[src/mmap_pkg.sv]
`default_nettype none
package mmap_pkg;
   localparam int LADDR_W = 16;
   localparam int GADDR_W = 18;
   localparam int PAGE_W = 4;
   localparam logic [3:0] PAGE_RESET = 4'hE;
   localparam logic [3:0] PAGE_FIXED_LOW = 4'hC;
   localparam logic [3:0] PAGE_FIXED_MID = 4'hD;
   localparam logic [3:0] PAGE_FIXED_TOP = 4'hF;
   localparam logic [15:0] DBG_WIN_LO = 16'hFF00;
   localparam logic [15:0] DBG_ALIAS_LO = 16'hBF00;
   localparam logic [17:0] REG_TOP = 18'h003FF;
   localparam logic [17:0] RAM_TOP = 18'h03FFF;
   localparam logic [17:0] DFLASH_LO = 18'h04400;
   localparam logic [17:0] DFLASH_TOP = 18'h053FF;
   localparam logic [17:0] PFLASH_TOP = 18'h3FFFF;
   localparam logic [15:0] PAGE_REG_ADDR = 16'h0015;
   localparam int STALL_LIMIT = 128;
   localparam int STALL_W = 8;

   typedef struct packed {
      logic req;
      logic wr;
      logic word;
      logic [15:0] addr;
      logic [15:0] wdata;
   } bus_req_s;

   typedef struct packed {
      logic req;
      logic wr;
      logic word;
      logic [17:0] addr;
      logic [15:0] wdata;
      logic dbg_sel;
   } tgt_req_s;

   typedef enum logic [1:0]
   {
      FAR_IDLE = 2'b00,
      FAR_SAVE = 2'b01,
      FAR_STACK = 2'b11,
      FAR_DONE = 2'b10
   } far_e;
endpackage : mmap_pkg
`default_nettype wire

[src/addr_expand.sv]
`default_nettype none
module addr_expand
   import mmap_pkg::*;
(
   input wire logic [15:0] laddr,
   input wire logic [3:0] page,
   input wire logic dbg_active,
   input wire logic dbg_cycle,
   input wire logic alias_ok,
   output logic [17:0] gaddr,
   output logic dbg_sel
);
   // window pages through the index, fixed blocks map to their own page
   always_comb
   begin
      unique case (laddr[15:14])
         2'b00: gaddr = {PAGE_FIXED_LOW, laddr[13:0]};
         2'b01: gaddr = {PAGE_FIXED_MID, laddr[13:0]};
         2'b10: gaddr = {page, laddr[13:0]};
         default: gaddr = {PAGE_FIXED_TOP, laddr[13:0]};
      endcase
   end

   // debug resources hide whatever shares their addresses
   assign dbg_sel = dbg_cycle
      | (dbg_active & (laddr >= DBG_WIN_LO))
      | (dbg_active & alias_ok & (page == PAGE_FIXED_TOP)
         & (laddr[15:8] == DBG_ALIAS_LO[15:8]));
endmodule : addr_expand
`default_nettype wire

[src/unimpl_check.sv]
`default_nettype none
module unimpl_check
   import mmap_pkg::*;
#(
   parameter logic [17:0] RAM_LOW = 18'h01400,
   parameter logic [17:0] PF_LOW = 18'h08000
)
(
   input wire logic [17:0] gaddr,
   output logic unimpl
);
   // each resource has a fixed top; sizes are set by the low bounds
   always_comb
   begin
      unimpl = 1'b1;
      if (gaddr <= REG_TOP)
         unimpl = 1'b0;
      else if (gaddr >= RAM_LOW && gaddr <= RAM_TOP)
         unimpl = 1'b0;
      else if (gaddr >= DFLASH_LO && gaddr <= DFLASH_TOP)
         unimpl = 1'b0;
      else if (gaddr >= PF_LOW && gaddr <= PFLASH_TOP)
         unimpl = 1'b0;
   end
endmodule : unimpl_check
`default_nettype wire

[src/memory_map_paging_control.sv]
`default_nettype none
// Summary of operation
// - debug resources enabled in debug read and write cycles and, in active debug, in the debug range
// - active debug maps debug tables and registers at 0xFF00-0xFFFF
// - resources overlapping debug range are hidden in active debug
// - active debug with page 0x0F also shows debug at 0xBF00-0xBFFF
// - page index selects a 16KB flash block in window 0x8000-0xBFFF
// - page index read and written by memory access and far call/return
// - local 0xC000-0xFFFF is unpaged
// - debug accesses expand with separate debug page index, 18 bits
// - debug page index used only when enabled and in commands
// - registers, SRAM, data flash, program flash on one target bus
// - processor access to unimplemented area in single chip, outside firmware commands, causes illegal access reset
// - debug access to unimplemented area completes, data undefined
// - master buses routed to target, processor read data byte swapped
// - one master per target; processor wins by default
// - debug stalled over 128 cycles takes bus after processor finishes
// - no interrupt requests raised
// - far call saves page, writes new, pushes return and page
// - indirect far call reads page via pointer, else immediate
// - far return pulls page, return address, then writes page index
// - far page writes complete before the instruction ends
// - page index resets to 0x0E
// - local 0xC000-0xFFFF maps to page 0x0F
// - local 0x4000-0x7FFF maps to page 0x0D
module memory_map_paging_control
   import mmap_pkg::*;
#(
   parameter logic [17:0] RAM_LOW = 18'h01400,
   parameter logic [17:0] PF_LOW = 18'h08000
)
(
   input wire logic ref_clk,
   input wire logic arst_n,
   input wire mmap_pkg::bus_req_s cpu_req,
   input wire logic cpu_op_done,
   input wire logic cpu_fw_cmd,
   input wire logic cpu_single_chip,
   output logic cpu_stall,
   output logic [15:0] cpu_rdata,
   input wire mmap_pkg::bus_req_s dbg_req,
   input wire logic dbg_active,
   input wire logic dbg_read_cycle,
   input wire logic dbg_write_cycle,
   input wire logic dbg_page_en,
   input wire logic dbg_hw_cmd,
   input wire logic [3:0] debug_program_page_index,
   output logic dbg_grant,
   output logic [15:0] dbg_rdata,
   input wire logic far_call,
   input wire logic far_ret,
   input wire logic [3:0] far_page_new,
   output logic [3:0] far_page_saved,
   output logic far_busy,
   output mmap_pkg::tgt_req_s internal_target_bus,
   input wire logic [15:0] tgt_rdata,
   input wire logic tgt_ready,
   output logic [3:0] program_page_index,
   output logic illegal_access_reset,
   output logic irq
);
   logic [3:0] page_q;
   logic [3:0] page_d;
   logic [3:0] tmp_q;
   logic [3:0] tmp_d;
   far_e far_q;
   far_e far_d;
   logic is_call_q;
   logic is_call_d;
   logic [STALL_W-1:0] wait_q;
   logic [STALL_W-1:0] wait_d;
   logic dbg_own_q;
   logic dbg_own_d;
   logic [15:0] cpu_rdata_q;
   logic [15:0] cpu_rdata_d;
   logic [15:0] dbg_rdata_q;
   logic [15:0] dbg_rdata_d;
   logic ill_q;
   logic ill_d;
   logic [1:0] sc_sync_q;
   logic dbg_page_use;
   logic [3:0] dbg_page;
   logic [17:0] cpu_gaddr;
   logic [17:0] dbg_gaddr;
   logic cpu_dbg_sel;
   logic dbg_dbg_sel;
   logic cpu_unimpl;
   logic dbg_unimpl;
   logic cpu_page_hit;
   logic dbg_page_hit;
   logic cpu_go;
   logic dbg_go;

   function automatic logic [15:0] swap_bytes(input logic [15:0] d);
      swap_bytes = {d[7:0], d[15:8]};
   endfunction : swap_bytes

   function automatic logic page_reg_hit(input bus_req_s r);
      page_reg_hit = r.req & (r.addr == PAGE_REG_ADDR);
   endfunction : page_reg_hit

   // processor expansion; no debug cycle, only active debug qualifies debug resources
   addr_expand u_cpu_exp
   (
      .laddr(cpu_req.addr),
      .page(page_q),
      .dbg_active(dbg_active),
      .dbg_cycle(1'b0),
      .alias_ok(1'b1),
      .gaddr(cpu_gaddr),
      .dbg_sel(cpu_dbg_sel)
   );

   // debug page index only applies while enabled and a command runs
   assign dbg_page_use = dbg_page_en & (cpu_fw_cmd | dbg_hw_cmd);
   assign dbg_page = dbg_page_use ? debug_program_page_index : page_q;

   addr_expand u_dbg_exp
   (
      .laddr(dbg_req.addr),
      .page(dbg_page),
      .dbg_active(dbg_active),
      .dbg_cycle(dbg_read_cycle | dbg_write_cycle),
      .alias_ok(1'b1),
      .gaddr(dbg_gaddr),
      .dbg_sel(dbg_dbg_sel)
   );

   unimpl_check #(.RAM_LOW(RAM_LOW), .PF_LOW(PF_LOW)) u_cpu_chk
   (
      .gaddr(cpu_gaddr),
      .unimpl(cpu_unimpl)
   );

   unimpl_check #(.RAM_LOW(RAM_LOW), .PF_LOW(PF_LOW)) u_dbg_chk
   (
      .gaddr(dbg_gaddr),
      .unimpl(dbg_unimpl)
   );

   assign cpu_page_hit = page_reg_hit(cpu_req);
   assign dbg_page_hit = page_reg_hit(dbg_req);

   // arbitration: processor first, debug after a long wait
   always_comb
   begin
      wait_d = wait_q;
      dbg_own_d = dbg_own_q;
      if (!dbg_req.req)
      begin
         wait_d = '0;
         dbg_own_d = 1'b0;
      end
      else if (cpu_req.req && !dbg_own_q)
      begin
         if (wait_q != STALL_W'(STALL_LIMIT))
            wait_d = wait_q + 1'b1;
         // take over only once the processor ends its operation
         if (wait_q == STALL_W'(STALL_LIMIT) && cpu_op_done)
            dbg_own_d = 1'b1;
      end
   end

   // one master on the target bus at a time
   assign dbg_go = dbg_req.req & (dbg_own_q | !cpu_req.req);
   assign cpu_go = cpu_req.req & !dbg_go;
   assign cpu_stall = cpu_req.req & dbg_go;
   assign dbg_grant = dbg_go;
   assign far_busy = (far_q != FAR_IDLE);

   // master address and data steered onto the shared target bus
   always_comb
   begin
      internal_target_bus = '0;
      if (dbg_go)
      begin
         internal_target_bus.req = !dbg_page_hit;
         internal_target_bus.wr = dbg_req.wr;
         internal_target_bus.word = dbg_req.word;
         internal_target_bus.addr = dbg_gaddr;
         internal_target_bus.wdata = dbg_req.wdata;
         internal_target_bus.dbg_sel = dbg_dbg_sel;
      end
      else if (cpu_go)
      begin
         internal_target_bus.req = !cpu_page_hit & !(cpu_unimpl & !cpu_dbg_sel);
         internal_target_bus.wr = cpu_req.wr;
         internal_target_bus.word = cpu_req.word;
         internal_target_bus.addr = cpu_gaddr;
         internal_target_bus.wdata = cpu_req.wdata;
         internal_target_bus.dbg_sel = cpu_dbg_sel;
      end
   end

   // page index and far sequencing; far steps beat plain writes
   always_comb
   begin
      page_d = page_q;
      tmp_d = tmp_q;
      far_d = far_q;
      is_call_d = is_call_q;
      unique case (far_q)
         FAR_IDLE:
         begin
            if (far_call)
            begin
               tmp_d = page_q;
               page_d = far_page_new;
               is_call_d = 1'b1;
               far_d = FAR_SAVE;
            end
            else if (far_ret)
            begin
               tmp_d = far_page_new; // pulled page
               is_call_d = 1'b0;
               far_d = FAR_SAVE;
            end
            else if (cpu_go && cpu_page_hit && cpu_req.wr)
               page_d = cpu_req.wdata[3:0];
            else if (dbg_go && dbg_page_hit && dbg_req.wr)
               page_d = dbg_req.wdata[3:0];
         end
         FAR_SAVE: far_d = FAR_STACK; // return address step
         FAR_STACK:
         begin
            if (!is_call_q)
               page_d = tmp_q;
            far_d = FAR_DONE;
         end
         FAR_DONE: far_d = FAR_IDLE; // page settled before the end
      endcase
   end

   // read data: processor bytes swapped, unimplemented debug reads zero
   always_comb
   begin
      cpu_rdata_d = cpu_rdata_q;
      dbg_rdata_d = dbg_rdata_q;
      if (cpu_go && !cpu_req.wr)
         cpu_rdata_d = cpu_page_hit ? {12'h000, page_q} :
            swap_bytes(tgt_rdata);
      if (dbg_go && !dbg_req.wr)
         dbg_rdata_d = dbg_page_hit ? {12'h000, page_q} :
            (dbg_unimpl & !dbg_dbg_sel) ? 16'h0000 : tgt_rdata;
   end

   // illegal access only for processor in single chip, not firmware
   assign ill_d = cpu_go & cpu_unimpl & !cpu_dbg_sel & !cpu_page_hit
      & sc_sync_q[1] & !cpu_fw_cmd & tgt_ready;

   // mode level from outside this clock is synchronised first
   always_ff @(posedge ref_clk or negedge arst_n)
   begin
      if (!arst_n)
         sc_sync_q <= 2'b00;
      else
         sc_sync_q <= {sc_sync_q[0], cpu_single_chip};
   end

   always_ff @(posedge ref_clk or negedge arst_n)
   begin
      if (!arst_n)
      begin
         page_q <= PAGE_RESET;
         tmp_q <= 4'h0;
         far_q <= FAR_IDLE;
         is_call_q <= 1'b0;
         wait_q <= '0;
         dbg_own_q <= 1'b0;
         cpu_rdata_q <= 16'h0000;
         dbg_rdata_q <= 16'h0000;
         ill_q <= 1'b0;
      end
      else
      begin
         page_q <= page_d;
         tmp_q <= tmp_d;
         far_q <= far_d;
         is_call_q <= is_call_d;
         wait_q <= wait_d;
         dbg_own_q <= dbg_own_d;
         cpu_rdata_q <= cpu_rdata_d;
         dbg_rdata_q <= dbg_rdata_d;
         ill_q <= ill_d;
      end
   end

   assign program_page_index = page_q;
   assign far_page_saved = tmp_q;
   assign cpu_rdata = cpu_rdata_q;
   assign dbg_rdata = dbg_rdata_q;
   assign illegal_access_reset = ill_q;
   assign irq = 1'b0;
endmodule : memory_map_paging_control
`default_nettype wire

[config.mk]
export PLATFORM = sky130hd
export DESIGN_NAME = memory_map_paging_control
export DESIGN_NICKNAME = d
export VERILOG_FILES = /design/src/mmap_pkg.sv /design/src/addr_expand.sv /design/src/unimpl_check.sv /design/src/memory_map_paging_control.sv
export SDC_FILE = /design/constraint.sdc
export NUM_CORES = 1
export LEC_CHECK = 0
export BUFFER_PORTS_ARGS = -buffer_cell sky130_fd_sc_hd__buf_2
export CORE_AREA = 5 5 98 100
export DETAILED_ROUTE_END_ITERATION = 10
export DIE_AREA = 0 0 103 105
export PLACE_DENSITY_LB_ADDON = 0.15
export SLEW_MARGIN = 5
export SYNTH_ARGS = -nofsm -noshare
export SYNTH_HDL_FRONTEND = slang
export SYNTH_SLANG_ARGS = --single-unit
export TNS_END_PERCENT = 20
[constraint.sdc]
create_clock -name ref_clk -period 2.1 [get_ports ref_clk]
set_input_delay 0.21 -clock ref_clk [delete_from_list [all_inputs] [get_ports ref_clk]]
set_output_delay 0.21 -clock ref_clk [all_outputs]
set_load 0.01 [all_outputs]
=== Word level (Yosys, flattened, before mapping) ===
Index checks and enable logic that the tools add are counted.

* Output and inout bits: 83
* Flip-flop bits (word level): 55
* Bits of input ports: 107
* Word-level logic and storage cells: 146

* Reductions and logical operators: 35
* Muxes and demuxes: 35
* Eq/ne operators: 22
* Add/sub/neg operators: 1
* Bitwise gates (word level): 27
* Order comparisons: 16

{| class="wikitable"
|+ Operators by type and width
! cell !! number
|-
| case mux 18 bit (3 select lines) || 2
|-
| 2-to-1 mux 38 bit || 2
|-
| 2-to-1 mux 16 bit || 3
|-
| greater-or-equal comparator 18 x 13 -> 1 bit (second input constant) || 2
|-
| greater-or-equal comparator 18 x 15 -> 1 bit (second input constant) || 2
|-
| greater-or-equal comparator 18 x 16 -> 1 bit (second input constant) || 2
|-
| less-or-equal comparator 18 x 10 -> 1 bit (second input constant) || 2
|-
| less-or-equal comparator 18 x 14 -> 1 bit (second input constant) || 2
|-
| less-or-equal comparator 18 x 15 -> 1 bit (second input constant) || 2
|-
| less-or-equal comparator 18 bit (second input constant) || 2
|-
| equality test 16 x 5 -> 1 bit (second input constant) || 2
|-
| greater-or-equal comparator 16 bit (second input constant) || 2
|-
| 2-to-1 mux 4 bit || 8
|-
| equality test 8 bit (second input constant) || 3
|-
| 2-to-1 mux 8 bit || 3
|-
| bitwise AND 1 bit || 21
|-
| logical AND 1 bit || 14
|-
| 2-to-1 mux 1 bit || 13
|-
| zero test 1 bit || 11
|-
| adder 8 x 1 -> 8 bit (second input constant) || 1
|-
| equality test 2 bit (second input constant) || 4
|-
| equality test 4 bit (second input constant) || 2
|-
| != test 8 bit (second input constant) || 1
|-
| case mux 2 bit (4 select lines) || 1
|-
| other kinds (12) || 29
|}

=== Depth between registers and ports, before layout ===
* Depth after elaboration: 14
* Mapped depth: 8
* Mapped depth without buffers: 7

=== Hierarchy ===
From an unflattened synthesis, not the netlist that was laid out.

* Cells, all modules: 384
* Area, all modules: 3477.1 um2

{| class="wikitable"
|+ By module, submodules not included
! module !! sequential area each (um2) !! instances !! cells each !! area an instance (um2)
|-
| memory_map_paging_control || 1380.1 || 1 || 326 || 3044.2
|-
| addr_expand || 0.0 || 2 || 24 || 178.9
|-
| unimpl_check || 0.0 || 2 || 5 || 37.5
|}

=== Least setup slack after synthesis ===
Ideal clock, no wire load.

* Kind: input -> register
* Start: in dbg_hw_cmd
* End: reg dbg_rdata_q[10] (netlist: dbg_rdata[10])
* Path buffers: 2
* Data arrival time: 2.061 ns
* Path slack: -0.083 ns
* Library setup time: 0.122 ns
* Stages: 7
* Data required time: 1.978 ns
* Cells stage by stage: o21ai_4 -> mux2_4 -> a311o_1 -> or4_4 -> buf_6 -> buf_8 -> a32o_1

* Longest elaborated chain between the ends: 13
* Elaborated cells between the ends (all ways): 26
* Those cells by class: order compare (7); eq/ne (1); mux (8); bitwise (6); reduce/logical (4)

{| class="wikitable"
|+ Ends and longest elaborated chain
! element !! RTL line !! text
|-
| start: declaration || memory_map_paging_control.sv:46 || <nowiki>input wire logic dbg_hw_cmd,</nowiki>
|-
| bitwise OR 1 bit (*) || memory_map_paging_control.sv:115 || <nowiki>assign dbg_page_use = dbg_page_en & (cpu_fw_cmd | dbg_hw_cmd);</nowiki>
|-
| bitwise AND 1 bit (*) || memory_map_paging_control.sv:115 ||
|-
| 2-to-1 mux 4 bit (*) || memory_map_paging_control.sv:116 || <nowiki>assign dbg_page = dbg_page_use ? debug_program_page_index : page_q;</nowiki>
|-
| case mux 18 bit (3 select lines) || addr_expand.sv:16 || <nowiki>unique case (laddr[15:14])</nowiki>
|-
| greater-or-equal comparator 18 x 16 -> 1 bit or less-or-equal comparator 18 bit (tied branches) || unimpl_check.sv:22 || <nowiki>else if (gaddr >= PF_LOW && gaddr <= PFLASH_TOP)</nowiki>
|-
| logical AND 1 bit || unimpl_check.sv:22 ||
|-
| 2-to-1 mux 1 bit || unimpl_check.sv:22 ||
|-
| 2-to-1 mux 1 bit || unimpl_check.sv:20 || <nowiki>else if (gaddr >= DFLASH_LO && gaddr <= DFLASH_TOP)</nowiki>
|-
| 2-to-1 mux 1 bit || unimpl_check.sv:18 || <nowiki>else if (gaddr >= RAM_LOW && gaddr <= RAM_TOP)</nowiki>
|-
| 2-to-1 mux 1 bit || unimpl_check.sv:16 || <nowiki>if (gaddr <= REG_TOP)</nowiki>
|-
| bitwise AND 1 bit (*) || memory_map_paging_control.sv:244 || <nowiki>(dbg_unimpl & !dbg_dbg_sel) ? 16'h0000 : tgt_rdata;</nowiki>
|-
| 2-to-1 mux 16 bit (*) || memory_map_paging_control.sv:244 ||
|-
| 2-to-1 mux 16 bit (*) || memory_map_paging_control.sv:243 || <nowiki>dbg_rdata_d = dbg_page_hit ? {12'h000, page_q} :</nowiki>
|-
| end signal: assignment || memory_map_paging_control.sv:283 || <nowiki>dbg_rdata_q <= dbg_rdata_d;</nowiki>
|-
| end: declaration || memory_map_paging_control.sv:76 || <nowiki>logic [15:0] dbg_rdata_q;</nowiki>
|}

Every way passes the cells marked *; elsewhere a longest branch is shown, timed or not.
A chain may end at the register's enable or synchronous reset.

==> reports/qor.csv <==
metric,value,unit
status,completed,
async set or reset register ratio after synthesis,1.000,
TritonRoute pass-1 iters,4,
CTS tree,built,
Design Power,3.443,mW
CP max stage delay,0.42,ns
register area share after synthesis,0.4137,
cell count after synthesis,356,
fmax,0.4952,GHz
clk slew on worst S/H paths,0.10,ns
Boundary Pins,190,
post-synthesis cell area,3336,um^2
"EDFF count, synth",0,
Pleak,2.346,nW
Syn. warnings,0,
CP max stage cell,dfstp_2,
Clock Latency Late Sink,0.31,ns
Layout Cells excl Fill,655,
setup slack after layout,0.08049,ns
gr usage total,0.2087,
HP Class,in2reg,
Clock Skew,0.008684,ns
RePlAce Congestion,0.8555,
initial antenna violation count,0,
total CTS buffers,5,
die area,10820,um^2
Fin. Hold Viols,0,
synthesized area per cell,9.370,um^2
CP Data Arrival Time,1.81,ns
worst path required time,1.89,ns
Yosys reg bits,55,
Final HPWL DP,9481,um
unique cell type count in the Yosys netlist,50,
fraction of layout cells with a size suffix above 1,0.4333,
fillcell total,855,
Synthesized Nets,465,
DR WL/cell,18.04,um
via-per-instance ratio,5.470,
drt first-iter violations,244,
CTS H-tree depth,2,
RSZ-0062 raised after global routing,no,
drt drc,0,
maximum fanout along the worst path,5,
first-pass GRT wire length,18110,um
cell family with the largest share of critical-path delay,compound AO/OA/AOI/OAI gates,
Worst slew margin,0.2546,
Critical Path Start Type,flop,
CP cell instances,mux2_4 -> a311o_1 -> o21ai_0 -> o41ai_2 -> buf_2,
minimum clock period after layout,2.020,ns
vias in the first global route,3561,
# placed instances,644,
buffers added on ports,188,
CP endpoint kind,output pin,
WP buf/inv,1,
max-cap check violation count,0,
Sink Count,55,
final setup fails,0,
Max Slew Vio Count,0,
CTS root buffer,clkbuf_8,
chip width,103,um
Die Span Y,105,um
ys flop type,dfrtp_1,
CTS Buffer Depth,2,
row count,34,
layout net count,655,
Reg area,1380,um^2
core area,8593,um^2
final hold slack,0.1085,ns
PD cells,757.0,nW/um^2
P&R area growth vs syn,36.35,%
R2R Setup Slk,0.18,ns
via count,3583,
Antenna Nets Post-Route,0,
Diodes inserted,0,
Place WS,-0.006230,ns
Multi-input gate area,1807,um^2
Starting Density,0.3882,
TNS Setup,0,ns
VDD IR max,0.3398,mV
crit path kind,reg2out,
slew of the pin with the lowest slew margin,1.114,ns
WL final,11810,um
GRT overflow,0,
largest net degree at the start of global routing,34,
fin crit share,0.9617,
sequential cells by signal, summed over array words and instances (netlist names):
register / cells
is_call_q: 1
dbg_rdata: 16
dbg_own_q: 1
far_page_saved: 4
sc_sync_q: 2
illegal_access_reset: 1
cpu_rdata: 16
far_q: 2
program_page_index: 4
wait_q: 8
timing repair:
item,4_1_cts,5_1_grt
pin swaps,0,1
resized for setup,1,4
hold buffers,2,0
hold endpoints to repair,20,0
cloned,0,0
setup buffers,1,0
endpoints found under the setup margin,25,39
cell families (layout without fill, tap and decap cells):
group	Yosys count	after routing	share of synthesized area
AND/OR/NAND/NOR	128	128	0.1988
adder cells (fa/ha/maj)	2	2	0.007501
AO/OA/AOI/OAI	117	117	0.2611
buffers and inverters	31	222	0.05101
XOR/XNOR	9	9	0.02363
other	1	1	0.001124
flip-flops	55	55	0.4137
multiplexers	13	13	0.04314
layer usage:
layer  track usage  part of all wire
met1        0.2594              0.38
met4       0.03238            0.0048
met3       0.04197             0.089
met2        0.3749              0.52
met5             0                 0
cell usage after synthesis (3+ instances only):
master    count  area, um^2
a31o_1        4       35.03
nor2b_1       8       50.05
inv_1         6       22.52
a21oi_1       6       30.03
nand4_1       6       37.54
a31oi_1       8       50.05
dfstp_2       3       78.83
a32o_1       12       120.1
nor4bb_1      3       30.03
o21ai_0      34       170.2
xor2_1        4       35.03
mux2i_1       5       50.05
nor3_1       10       50.05
nor2_1       11       41.29
dfrtp_1      52        1301
xnor2_1       5       43.79
nand2_1      46       172.7
a22oi_1       4       30.03
mux2_2        7       78.83
nor4_1        5       31.28
a22o_1       31       271.5
a31o_2        4       35.03
nand2b_1      4       25.02
and2_1       11       68.82
nand3b_1      5       37.54
nand3_1      10       50.05
and3_1        5       31.28
clkbuf_1     17       63.81
worst paths after layout:
check / endpoint / depth (start not counted) / start
min in group asynchronous: far_page_saved[2] / 2 / arst_n
setup / recovery: internal_target_bus[0] / 5 / program_page_index[1]
hold reg to reg: sc_sync_q[1] / 0 / sc_sync_q[0]
hold / removal: illegal_access_reset / 2 / cpu_fw_cmd
setup reg to reg: dbg_rdata[5] / 4 / dbg_own_q
max in group asynchronous: cpu_rdata[2] / 3 / arst_n
final cells by class:
class / instances / area share
clock buffer: 5 / 0.01513
clock inverter: 3 / 0.004952
inverter: 6 / 0.005777
multi-input combinational: 270 / 0.3972
sequential: 55 / 0.3034
tap: 108 / 0.02971
timing repair buffer: 208 / 0.2437
worst register-to-register path, cell delays in order (launching register included):
cell and delay, ns:
dfrtp_1 0.44, nand2b_4 0.19, nand3_1 0.10, nor2_1 0.85, a32o_1 0.29
per-stage QoR:
step	area, um^2	utilization
after floorplan	3336	-
after global routing	4548	0.5293
final	4548	0.5293
after CTS	4531	0.5272
after global placement	4408	0.5130
after detailed placement	4408	0.5130
layout by cell type, fill, tap and decap left out, types with 2 or more instances in the layout:
| cell type | n |
|---|---|
| o21a_1 | 2 |
| nor4bb_1 | 3 |
| and3_1 | 5 |
| dlygate4sd3_1 | 2 |
| a41oi_1 | 2 |
| a22oi_1 | 4 |
| xor2_1 | 4 |
| mux2_2 | 7 |
| buf_2 | 188 |
| nor2_1 | 11 |
| o211ai_1 | 2 |
| o41ai_2 | 2 |
| o21ai_0 | 34 |
| nand2b_1 | 3 |
| nor3_1 | 10 |
| a31o_2 | 4 |
| nor4b_1 | 2 |
| and2_1 | 11 |
| dfstp_2 | 3 |
| a22o_1 | 31 |
| nor4_1 | 5 |
| nand4_1 | 6 |
| clkbuf_8 | 5 |
| a21oi_1 | 6 |
| a31oi_1 | 8 |
| nand3b_1 | 5 |
| nand2_1 | 45 |
| nor2b_1 | 8 |
| inv_1 | 5 |
| ha_1 | 2 |
| xnor2_1 | 5 |
| a32o_1 | 12 |
| a31o_1 | 4 |
| nand3_1 | 10 |
| mux2i_1 | 5 |
| dfrtp_1 | 52 |
| buf_4 | 17 |
report_power, final:
group | leakage [nW] | switching, mW | internal [mW]
registers | 0.684 | 0.169 | 1.28
clock network | 0.0485 | 0.360 | 0.240
logic | 1.61 | 0.744 | 0.647
total | 2.35 | 1.27 | 2.17
Power figures use the tool's default switching activity.
